$ cat config.mk
export PLATFORM = sky130hd
export DESIGN_NAME = pms_sequencer
export DESIGN_NICKNAME = d
export VERILOG_FILES = /design/src/pms_pkg.sv /design/src/pms_sync_if.sv /design/src/pms_sync_stage.sv /design/src/pms_sequencer.sv
export SDC_FILE = /design/constraint.sdc
export NUM_CORES = 1
export LEC_CHECK = 0
export BUFFER_PORTS_ARGS = -buffer_cell sky130_fd_sc_hd__buf_2
export CAP_MARGIN = 20
export CORE_MARGIN = 10
export CORE_UTILIZATION = 39
export DETAILED_ROUTE_END_ITERATION = 6
export PLACE_DENSITY = 0.78
export SYNTH_ARGS = -nofsm -noshare
export SYNTH_HDL_FRONTEND = slang
export SYNTH_SLANG_ARGS = --single-unit
$ cat constraint.sdc
create_clock -name mclk -period 2.3 [get_ports mclk]
set_input_delay 0.23 -clock mclk [delete_from_list [all_inputs] [get_ports mclk]]
set_output_delay 0.23 -clock mclk [all_outputs]
set_load 0.01 [all_outputs]
$ cat src/pms_pkg.sv
// constants, register map and state encoding of the power mode sequencer
// assumes a 32-bit classic wishbone register bus and one 10 MHz clock
package pms_pkg;

   // ----------------------------------------------------------------
   // register map
   // ----------------------------------------------------------------
   localparam logic [7:0] ADR_CLK_CTRL  = 8'h00;  // system_clock_control
   localparam logic [7:0] ADR_STBY_CTRL = 8'h04;  // standby_control
   localparam logic [7:0] ADR_STATUS    = 8'h08;  // sequencer state

   // system_clock_control fields
   localparam int CLK_SEL_BIT  = 0;  // clock_select_bit, 1 = main clock
   localparam int CLK_MON_BIT  = 1;  // clock_monitor_flag, read only
   localparam logic CLK_SEL_RST = 1'b1;

   // standby_control fields
   localparam int STBY_STOP_BIT  = 7;
   localparam int STBY_SLEEP_BIT = 6;
   localparam int STBY_HIZ_BIT   = 5;
   localparam int STBY_SWRST_BIT = 4;
   localparam int STBY_WATCH_BIT = 3;
   localparam logic STBY_HIZ_RST = 1'b0;

   // ----------------------------------------------------------------
   // timing
   // ----------------------------------------------------------------
   localparam int CLK_PERIOD_NS   = 100;
   localparam int SW_RST_INSTR    = 4;   // instruction cycles of soft reset
   localparam int CLK_PER_INSTR   = 1;
   localparam int SW_RST_CYCLES   = SW_RST_INSTR * CLK_PER_INSTR;
   localparam int SW_RST_CW       = 3;

   // ----------------------------------------------------------------
   // operating states
   // ----------------------------------------------------------------
   typedef enum logic [2:0] {
      ST_RESET,
      ST_MAIN_RUN,
      ST_SUB_RUN,
      ST_SLEEP,
      ST_STOP,
      ST_WATCH
   } pms_state_t;

   localparam int STATE_W = 3;

endpackage

$ cat src/pms_sync_if.sv
// bundle carrying raw pin levels to the synchroniser and the synced copy back
// assumes the pins are asynchronous to mclk
`timescale 1ns/1ps
interface pms_sync_if #(parameter int N = 2);
   logic [N-1:0] raw;
   logic [N-1:0] sync;
   modport stage (input raw, output sync);
   modport user  (output raw, input sync);
endinterface

$ cat src/pms_sync_stage.sv
// two flip-flop synchroniser for a group of pin inputs
// assumes the synced levels are read only after the second flop
`timescale 1ns/1ps
module pms_sync_stage #(
   parameter int N = 2
) (
   // clock and reset
   input  wire logic   mclk,
   input  wire logic   rst,
   // pin bundle
   pms_sync_if.stage   pins
);
   logic [N-1:0] meta_q;
   logic [N-1:0] sync_q;

   always_ff @(posedge mclk) begin
      if (rst) begin
         meta_q <= '0;
         sync_q <= '0;
      end else begin
         meta_q <= pins.raw;
         sync_q <= meta_q;
      end
   end

   assign pins.sync = sync_q;
endmodule // pms_sync_stage

$ cat src/pms_sequencer.sv
// operating-state sequencer: main run, sub run, sleep, stop, watch, reset
// assumes oscillator wait timers outside that pulse on expiry, a 10 MHz
// mclk and a classic wishbone master for the control registers
//
// Notes on behaviour
// - power-on: main run after wait and release
// - main run: ext, soft, watchdog reset
// - clock select written 0: main to sub
// - clock select 1: main after wait, monitored
// - boot into sub only after sub wait
// - sleep request from either run state
// - sleep left on interrupt or ext reset
// - stop request from either run state
// - stop left by ext irq after wait
// - watch only from sub run, select 0
// - watch left on ext/watch irq, reset
// - standby: no soft or watchdog reset
// - single clock: no sub run, watch
// - watch request in main clock ignored
// - standby request refused on pending irq
// - stop wins over other requests
`timescale 1ns/1ps
module pms_sequencer
   import pms_pkg::*;
#(
   parameter bit HAS_POR    = 1'b1,
   parameter bit DUAL_CLOCK = 1'b1,
   parameter bit BOOT_SUB   = 1'b0
) (
   // clock and reset
   input  wire logic        mclk,
   input  wire logic        rst,
   // wishbone slave
   input  wire logic        wb_cyc_i,
   input  wire logic        wb_stb_i,
   input  wire logic        wb_we_i,
   input  wire logic [7:0]  wb_adr_i,
   input  wire logic [3:0]  wb_sel_i,
   input  wire logic [31:0] wb_dat_i,
   output logic      [31:0] wb_dat_o,
   output logic             wb_ack_o,
   // pins
   input  wire logic        extResetN,
   input  wire logic        extIrq,
   // on-chip events
   input  wire logic        irqPending,
   input  wire logic        watchIrq,
   input  wire logic        wdtReset,
   input  wire logic        mainWaitDone,
   input  wire logic        subWaitDone,
   // state outputs
   output logic             sysReset,
   output logic             cpuRun,
   output logic             sysClkSub,
   output logic             mainOscEn,
   output logic             subOscEn,
   output logic             pinHiZ,
   output logic [2:0]       stateCode
);

   // ----------------------------------------------------------------
   // pin synchronisers
   // ----------------------------------------------------------------
   pms_sync_if #(.N(2)) pinBus ();

   assign pinBus.raw = {extIrq, extResetN};

   pms_sync_stage #(.N(2)) uSync (
      .mclk (mclk),
      .rst  (rst),
      .pins (pinBus)
   );

   wire extRst   = ~pinBus.sync[0];  // reset held until pin seen high
   wire extIrqS  = pinBus.sync[1];

   // ----------------------------------------------------------------
   // state and registers
   // ----------------------------------------------------------------
   pms_state_t             state_q, state_d;
   logic                   clkSel_q;
   logic                   hiZ_q;
   logic                   onSub_q, onSub_d;
   logic                   wake_q;
   logic                   mainRdy_q;
   logic                   subRdy_q;
   logic [SW_RST_CW-1:0]   swCnt_q;
   logic                   ack_q;
   logic [31:0]            rdData_q;

   // ----------------------------------------------------------------
   // bus decode
   // ----------------------------------------------------------------
   wire busReq    = wb_cyc_i & wb_stb_i;
   wire busWrite  = busReq & wb_we_i & ack_q & wb_sel_i[0];
   wire selClk    = (wb_adr_i == ADR_CLK_CTRL);
   wire selStby   = (wb_adr_i == ADR_STBY_CTRL);
   wire selStat   = (wb_adr_i == ADR_STATUS);
   wire wrClk     = busWrite & selClk;
   wire wrStby    = busWrite & selStby;

   wire reqStop   = wrStby & wb_dat_i[STBY_STOP_BIT];
   wire reqSleep  = wrStby & wb_dat_i[STBY_SLEEP_BIT];
   wire reqWatch  = wrStby & wb_dat_i[STBY_WATCH_BIT];
   wire reqSwRst  = wrStby & wb_dat_i[STBY_SWRST_BIT];
   wire selNew    = wb_dat_i[CLK_SEL_BIT] | ~DUAL_CLOCK;

   // ----------------------------------------------------------------
   // transition conditions
   // ----------------------------------------------------------------
   wire inRun      = (state_q == ST_MAIN_RUN) | (state_q == ST_SUB_RUN);
   wire swRst      = (swCnt_q != '0);
   wire runReset   = extRst | (inRun & (swRst | wdtReset));
   wire stbyOk     = inRun & ~irqPending;
   wire goStop     = stbyOk & reqStop;
   wire goSleep    = stbyOk & reqSleep & ~reqStop;
   wire watchOk    = DUAL_CLOCK & (state_q == ST_SUB_RUN) & ~clkSel_q;
   wire goWatch    = stbyOk & watchOk & reqWatch
                   & ~reqStop & ~reqSleep;
   wire bootWait   = (DUAL_CLOCK & BOOT_SUB) ? subRdy_q : mainRdy_q;
   wire leaveReset = ~extRst & ~swRst & (~HAS_POR | bootWait);
   wire resumeRdy  = onSub_q ? subRdy_q : mainRdy_q;
   wire resumeSt   = onSub_q;

   // ----------------------------------------------------------------
   // next state
   // ----------------------------------------------------------------
   always_comb begin
      state_d = state_q;
      unique case (state_q)
         ST_RESET: begin
            if (leaveReset) begin
               state_d = (DUAL_CLOCK & BOOT_SUB) ? ST_SUB_RUN
                                                 : ST_MAIN_RUN;
            end
         end
         ST_MAIN_RUN: begin
            if (runReset)            state_d = ST_RESET;
            else if (goStop)         state_d = ST_STOP;
            else if (goSleep)        state_d = ST_SLEEP;
            else if (wrClk & ~selNew) state_d = ST_SUB_RUN;
         end
         ST_SUB_RUN: begin
            if (runReset)            state_d = ST_RESET;
            else if (goStop)         state_d = ST_STOP;
            else if (goSleep)        state_d = ST_SLEEP;
            else if (goWatch)        state_d = ST_WATCH;
            else if (clkSel_q & mainRdy_q) state_d = ST_MAIN_RUN;
         end
         ST_SLEEP: begin
            if (extRst)              state_d = ST_RESET;
            else if (irqPending) begin
               state_d = resumeSt ? ST_SUB_RUN : ST_MAIN_RUN;
            end
         end
         ST_STOP: begin
            if (extRst)              state_d = ST_RESET;
            else if (wake_q & resumeRdy) begin
               state_d = resumeSt ? ST_SUB_RUN : ST_MAIN_RUN;
            end
         end
         ST_WATCH: begin
            if (extRst)              state_d = ST_RESET;
            else if (extIrqS | watchIrq) state_d = ST_SUB_RUN;
         end
         default:                    state_d = ST_RESET;
      endcase
   end

   // which run clock the core returns to after sleep or stop
   always_comb begin
      onSub_d = onSub_q;
      if (state_d == ST_SUB_RUN)       onSub_d = 1'b1;
      else if (state_d == ST_MAIN_RUN) onSub_d = 1'b0;
      else if (state_d == ST_RESET)    onSub_d = 1'b0;
   end

   // oscillator enables follow the state being entered
   wire mainOscEn_d = (state_d != ST_STOP) & (state_d != ST_WATCH)
                    & ~((state_d == ST_SUB_RUN) & ~clkSel_q & ~wrClk)
                    & ~((state_d == ST_SLEEP) & onSub_d);
   wire subOscEn_d  = DUAL_CLOCK & (state_d != ST_STOP);

   // ----------------------------------------------------------------
   // sequencer registers
   // ----------------------------------------------------------------
   always_ff @(posedge mclk) begin
      if (rst) begin
         state_q <= ST_RESET;
         onSub_q <= 1'b0;
      end else begin
         state_q <= state_d;
         onSub_q <= onSub_d;
      end
   end

   // oscillator ready flags: the expiry pulse wins over the clear
   always_ff @(posedge mclk) begin
      if (rst) begin
         mainRdy_q <= 1'b0;
         subRdy_q  <= 1'b0;
      end else begin
         mainRdy_q <= mainWaitDone | (mainRdy_q & mainOscEn_d);
         subRdy_q  <= subWaitDone  | (subRdy_q & subOscEn_d);
      end
   end

   // stop wake request, held until the oscillator is ready
   always_ff @(posedge mclk) begin
      if (rst) begin
         wake_q <= 1'b0;
      end else begin
         wake_q <= (state_q == ST_STOP) & (wake_q | extIrqS);
      end
   end

   // software reset stretch
   always_ff @(posedge mclk) begin
      if (rst) begin
         swCnt_q <= '0;
      end else if (reqSwRst & inRun) begin
         swCnt_q <= SW_RST_CW'(SW_RST_CYCLES);
      end else if (swRst) begin
         swCnt_q <= swCnt_q - 1'b1;
      end
   end

   // control bits written by software
   always_ff @(posedge mclk) begin
      if (rst | (state_d == ST_RESET)) begin
         clkSel_q <= CLK_SEL_RST;
         hiZ_q    <= STBY_HIZ_RST;
      end else begin
         if (wrClk & inRun) clkSel_q <= selNew;
         if (wrStby)        hiZ_q    <= wb_dat_i[STBY_HIZ_BIT];
      end
   end

   // ----------------------------------------------------------------
   // wishbone answer
   // ----------------------------------------------------------------
   wire [31:0] rdClk  = 32'(({~onSub_q, clkSel_q} & 2'b11));
   wire [31:0] rdStby = 32'({hiZ_q, 1'b1}) << STBY_SWRST_BIT;
   wire [31:0] rdStat = 32'(state_q);
   wire [31:0] rdMux  = selClk  ? rdClk
                      : selStby ? rdStby
                      : selStat ? rdStat
                      : 32'h0000_0000;

   always_ff @(posedge mclk) begin
      if (rst) begin
         ack_q    <= 1'b0;
         rdData_q <= 32'h0000_0000;
      end else begin
         ack_q    <= busReq & ~ack_q;
         rdData_q <= rdMux;
      end
   end

   assign wb_ack_o = ack_q;
   assign wb_dat_o = rdData_q;

   // ----------------------------------------------------------------
   // registered outputs
   // ----------------------------------------------------------------
   always_ff @(posedge mclk) begin
      if (rst) begin
         sysReset  <= 1'b1;
         cpuRun    <= 1'b0;
         sysClkSub <= 1'b0;
         mainOscEn <= 1'b1;
         subOscEn  <= DUAL_CLOCK;
         pinHiZ    <= 1'b0;
         stateCode <= 3'h0;
      end else begin
         sysReset  <= (state_d == ST_RESET);
         cpuRun    <= (state_d == ST_MAIN_RUN) | (state_d == ST_SUB_RUN);
         sysClkSub <= onSub_d;
         mainOscEn <= mainOscEn_d;
         subOscEn  <= subOscEn_d;
         pinHiZ    <= hiZ_q & ((state_d == ST_STOP)
                              | (state_d == ST_WATCH));
         stateCode <= 3'(state_d);
      end
   end
endmodule // pms_sequencer

==> run metrics, run 1 <==
share of layout cells above drive strength 1 a little under two fifths; Diodes inserted 0; Initial Utilization 40.1%; Hold WC Path Type input pin to flop; Yosys warnings 0; die area just over 0.007 mm²; R2R depth 10; CP bufs+invs 1; initial antenna violation count 0; area of the mapped netlist 0.00161 mm²; Post-synth EDFFs 0; delay-heaviest family, CP compound AO/OA/AOI/OAI gates; Sink Count 27; final net count 294; post-route setup TNS 0 ps; CTS Root Cell clkbuf_8; wire per inst about 14 µm; CP endpoint kind flop; most frequent cells after synthesis buf_4 (27), dfxtp_1 (27), nor2_1 (16), a21oi_1 (9), nor3_1 (9); Synth area leader dfxtp_1; post-route setup slack 114 ps; Worst Setup EP sysClkSub; RePlAce Congestion approximately 0.81; crit path max fanout 3; ANT nets after route 0; worst slack at placement -132 ps; CTS max path bufs 2; crit path cell chain inv_1, ha_2, ha_4, nor2b_1, o31ai_2, a21oi_1, a31o_1, nor3b_4, nor3b_1, or2_1; Cell Rows 23; vias after detailed routing 1,360; Worst R2R Start swCnt_q[0]; Critical Path Start swCnt_q[0]; clk_skew 8.91 ps; worst vdd ir 0.245 mV; Req. time, crit path between 2000 and 2500 ps; Mapped Cells 183; FF+latch count, synth 27; Final Hold Viols 0; Chip Width about 84 µm; reg2reg setup slack between 100 and 150 ps; CTS tree done; DRC 0; routed vias/inst 4.79; io pins 98; Port Buffer Count approximately 40; Max Freq roughly 460 MHz; total gr overflow 0; RSZ-0062 raised after global routing true; Worst Setup Start Kind flop; post-synthesis sequential area ratio between 30% and 40%; Async SR Flop Fraction 0%; Die H 84.2 µm; drt pass-1 iters 4; Pleak 0.874 nW; Clock Latency Late Sink 270 ps; Final min period around 2200 ps; Power Dens Cells 496 mW/mm²; Area Growth Syn to Fin 20.4%; Routed WL between 3000 and 4000 µm; Final HPWL DP 3200 µm; fillers 396; ys flop type dfxtp_1; Min Hold Slack 170 ps; hold bufs inserted after CTS 0; first-pass GRT wire length roughly 6400 µm; TritonCTS Buffers 3; period utilisation layout 95.1%; H-Tree Depth 1; Worst Path Arrival 2340 ps; placed cell count 279; Crit-path slowest cell dfxtp_2; Max-Cap Viols 0; Critical Path Stages 10; Total GRT Usage around a tenth; syn avg cell area 8.77 µm²; DRT iter0 DRCs 69; hold path depth 2; largest net degree at the start of global routing 23; vias in the first global route 1,333; worst r2r dst sysClkSub; Worst-path clk slew 90 ps; Final Slew Violations 0; fin cells 284; share of the synthesized area in the top cell type 33.7%; Distinct cells, synth 52; Crit Path Class flop to flop; core area 0.00400 mm²; setup violators final 0; status complete, no violations; synth top area cells dfxtp_1 (34%), buf_4 (13%), nor2_1 (3.7%); Worst path max stage delay 350 ps
-- layout by cell type, fill, tap and decap left out, types with 2 or more instances in the layout --
cell       n
and3_1     2
mux2i_1    2
buf_2     41
dfxtp_1   24
and2_1     3
nor4_4     2
o21ai_2    2
nor3b_1    2
a21oi_1    7
nand2_1    6
or2_1      2
or2_2      3
o21ai_0    4
nand3b_1   4
a21oi_2    2
nor3_1     9
or3_1      2
inv_1      7
nand4b_1   3
dfxtp_2    3
conb_1    27
nor2b_1    8
or4_4      2
nand3_1    2
clkbuf_8   3
buf_4     12
nor4b_1    4
o21a_1     2
nor2_1    15
a21o_2     2
-- metrics by stage --
step	cell area (µm²)	power [mW]	util (%)
2_1_floorplan	1700	0.653	-
3_3_place_gp	1830	0.671	45.7
3_5_place_dp	1830	0.677	45.7
4_1_cts	1910	0.957	47.8
5_1_grt	1930	1.01	48.3
6_report	1930	0.959	48.3
-- worst register-to-register path, delay by kind of cell, from the launching register on --
| kind | cells | cell delay [ps] |
|---|---|---|
| adders and majority gates | 2 | 360 |
| and+or+nand+nor | 4 | 660 |
| AOI/OAI and AO/OA | 3 | 680 |
| DFF | 1 | 350 |
| buffers and inverters | 1 | 40 |
-- worst min path at each step --
stage | slack (ps) | from | endpoint
after floorplan | 310 | wb_adr_i[3] | wb_dat_o[4]
after global placement | 420 | uSync.meta_q[1] | uSync.pins.sync[1]
after detailed placement | 430 | uSync.meta_q[0] | uSync.pins.sync[0]
after CTS | 170 | extIrq | uSync.meta_q[1]
after global routing | 170 | extResetN | uSync.meta_q[0]
final | 170 | extResetN | uSync.meta_q[0]
-- sequential cells by signal (all words and copies together), names as in the netlist, 2 cells and up --
signal and count:
swCnt_q 3, uSync.meta_q 2, stateCode 3, uSync.pins.sync 2, wb_dat_o 5
-- layout make-up --
class                   instances  area (µm²)  area share, %
well taps                      50        62.6           3.24
repair buffers                 53         295           15.3
multi-input cells             143         960           49.6
flip-flops and latches         27         544           28.2
clock buffers                   4        45.0           2.33
inverters                       7        26.3           1.36
-- layer usage --
layer  wire, µm  up-vias  global-route usage [%]
li1           -      679                       -
met1       1650      627                    12.1
met2       1990       52                    18.4
met3        303        2                    3.77
met4         19        0                    2.28
met5          0        -                       0
-- logic make-up (layout without fill, tap and decap cells) --
kind of cell | Yosys count | after routing | synth area share (%)
AND/OR/NAND/NOR | 81 | 81 | 34.5
buffers and inverters | 39 | 64 | 15.7
AO/OA/AOI/OAI | 27 | 27 | 10.6
flip-flops | 27 | 27 | 33.7
adder cells (fa/ha/maj) | 3 | 3 | 2.34
multiplexers | 3 | 3 | 1.95
XOR/XNOR | 2 | 2 | 1.09
other | 1 | 27 | 0.234
-- what timing repair did --
item | in CTS | in global routing
resized for setup | 8 | 6
buffers inserted | 1 | 0
gates cloned | 0 | 0
pin swaps | 6 | 3
endpoints found under the hold margin | 0 | 0
endpoints found under the setup margin | 8 | 8
-- power breakdown --
group | switching, mW | internal, mW | total [mW] | leakage [nW]
clock | 0.140 | 0.124 | 0.264 | 0.0228
combinational | 0.108 | 0.0873 | 0.195 | 0.631
sequential | 0.0124 | 0.488 | 0.500 | 0.221
total | 0.260 | 0.699 | 0.959 | 0.874
No activity file was read; power rests on OpenSTA's default activity.
==> run 2, diff against run 1 <==
--- a/config.mk
+++ b/config.mk
@@ -6,11 +6,12 @@
 export NUM_CORES = 1
 export LEC_CHECK = 0
 export BUFFER_PORTS_ARGS = -buffer_cell sky130_fd_sc_hd__buf_2
-export CAP_MARGIN = 20
+export CAP_MARGIN = 5
 export CORE_MARGIN = 10
 export CORE_UTILIZATION = 39
 export DETAILED_ROUTE_END_ITERATION = 6
 export PLACE_DENSITY = 0.78
+export SETUP_SLACK_MARGIN = 0.15
 export SYNTH_ARGS = -nofsm -noshare
 export SYNTH_HDL_FRONTEND = slang
 export SYNTH_SLANG_ARGS = --single-unit
==> run 2 against run 1 <==
Compared with the run above: cell count is 3.5% higher; largest cell class unchanged; non-clock buffer count increased by 10; critical path depth up 1; clock power about the same; via count up 4.3%; wire length up 5.2%; critical endpoint is now mainOscEn; die area stayed put.
==> run metrics, run 2 (same netlist as run 1, synthesis figures left out) <==
status complete, no violations; total gr overflow 0 (unchanged); Worst Setup Start Kind flop; Worst Path Arrival 2370 ps (+30 ps); Diodes inserted 0 (unchanged); Min Hold Slack 161 ps (-9.18 ps); Req. time, crit path 2510 ps (+50 ps); Crit Path Class flop to flop; share of layout cells above drive strength 1 43.0% (+6.3 points); CTS max path bufs 2 (unchanged); fillers 383 (-3.3%); Final Slew Violations 0 (unchanged); crit path max fanout 5 (+2); final net count 304 (+3.4%); io pins 98 (unchanged); vias in the first global route 1,501 (+13%); Hold WC Path Type input pin to flop; Area Growth Syn to Fin 28.3%; initial antenna violation count 0 (unchanged); post-route setup slack 133 ps (+19.1 ps); Sink Count 27 (unchanged); reg2reg setup slack 130 ps (+20 ps); Power Dens Cells 492 mW/mm² (-0.89%); clk_skew 2.81 ps (-6.09 ps); setup violators final 0 (unchanged); Worst-path clk slew 90 ps (about the same); Port Buffer Count 41 (unchanged); Final min period 2170 ps (-19.1 ps); Worst R2R Start swCnt_q[0]; largest net degree at the start of global routing 23 (unchanged); commonest non-fill, non-tap cell in the layout buf_2; drt pass-1 iters 4 (unchanged); RSZ-0062 raised after global routing true; core area 0.00400 mm² (unchanged); H-Tree Depth 1 (unchanged); ANT nets after route 0 (unchanged); Initial Utilization 40.1% (unchanged); first-pass GRT wire length 6840 µm (+7.6%); max reg flops 5 (unchanged); Hold Startpoint extResetN; worst r2r dst mainOscEn; Final HPWL DP 3290 µm (+2.7%); Hold EP uSync.meta_q[0]; fin cells 294 (+3.5%); Cell Area, Placed 0.00188 mm² (+3.1%); Final Power 1.01 mW (+5.6%); wire per inst 14.2 µm (+1.7%); R2R depth 11 (+1); DRT iter0 DRCs 124 (+80%); final instance area 0.00206 mm² (+6.5%); CTS tree done; die area 0.00708 mm² (unchanged); Max-Cap Viols 0 (unchanged); Routed WL 4180 µm (+5.2%); Max Freq 461 MHz (+0.88%); RePlAce Congestion 0.844 (+4.8%); CP endpoint kind flop; Total GRT Usage 11.1% (+0.55 points); Final Hold Viols 0 (unchanged); routed vias/inst 4.82 (+0.72%); worst vdd ir 0.282 mV (+15%); period utilisation layout 94.2% (-0.83 points); Clock Latency Late Sink 270 ps (about the same); Pleak 0.933 nW (+6.7%); Die H 84.2 µm (unchanged); TritonCTS Buffers 3 (unchanged); hold path depth 2 (unchanged); most frequent cells in the layout buf_2 (41), conb_1 (27), dfxtp_1 (22); CTS Root Cell clkbuf_8; Chip Width 84.2 µm (unchanged); DRC 0 (unchanged); vias after detailed routing 1,418 (+4.3%); placed cell count 284 (+1.8%); Cell Rows 23 (unchanged); worst slack at placement -55.8 ps (+76.1 ps)
## run 2: cell count changes in the layout (fill, tap and decap cells not counted), sizes merged
cell	delta
buf	+10
## run 2: worst max-delay path by stage
| stage | depth (start not counted) | startpoint | end |
|---|---|---|---|
| CTS | 11 | swCnt_q[1] | bootWait |
| global placement | 9 | wb_adr_i[1] | bootWait |
| detailed placement | 9 | wb_adr_i[1] | bootWait |
| finish | 11 | swCnt_q[0] | mainOscEn |
| floorplan | 7 | wb_adr_i[1] | clkSel_q |
| global route | 11 | swCnt_q[0] | mainOscEn |
## run 2: per-layer routing
| metal | vias to the layer above | global-route usage (%) | part of all wire, % | wire (µm) |
|---|---|---|---|---|
| met4 | 0 | 3.50 | 1.7 | 72 |
| met2 | 49 | 18.9 | 49 | 2060 |
| li1 | 703 | - | - | - |
| met5 | - | 0 | 0 | 0 |
| met1 | 658 | 12.6 | 42 | 1750 |
| met3 | 8 | 4.15 | 7.2 | 299 |
## run 2: per-stage QoR
step	setup TNS, ps	util, %
global placement	0	47.1
floorplan	0	-
finish	0	51.5
global route	0	51.5
detailed placement	-102	47.1
CTS	0	49.4
## run 2: layout make-up
cell class | instances | area, µm² | share of cell area (%)
Inverter | 7 | 26.3 | 1.28
Clock buffer | 4 | 45.0 | 2.19
Timing Repair Buffer | 63 | 374 | 18.2
Sequential cell | 27 | 547 | 26.5
Tap cell | 50 | 62.6 | 3.04
Multi-Input combinational cell | 143 | 1000 | 48.8
## run 2: repair_timing
item | in CTS | in global routing
gates resized for setup | 10 | 12
buffers inserted | 2 | 4
endpoints found under the setup margin | 8 | 12
hold buffers | 0 | 0
pin swaps | 15 | 17
## run 2: report_power, final
part	switching [mW]	internal, mW	leakage (nW)
logic	0.125	0.120	0.688
clock network	0.143	0.124	0.0228
registers	0.0124	0.488	0.222
total	0.281	0.732	0.933
## run 2: worst max-delay path, cell delays in order (launching register included)
cell and delay [ps]:
dfxtp_2 350, inv_2 50, ha_4 160, ha_4 160, nand4b_1 100, nor3_2 50, or4_4 520, nor4_4 160
buf_6 170, nand3b_1 160, nand2_1 90, a21oi_2 140
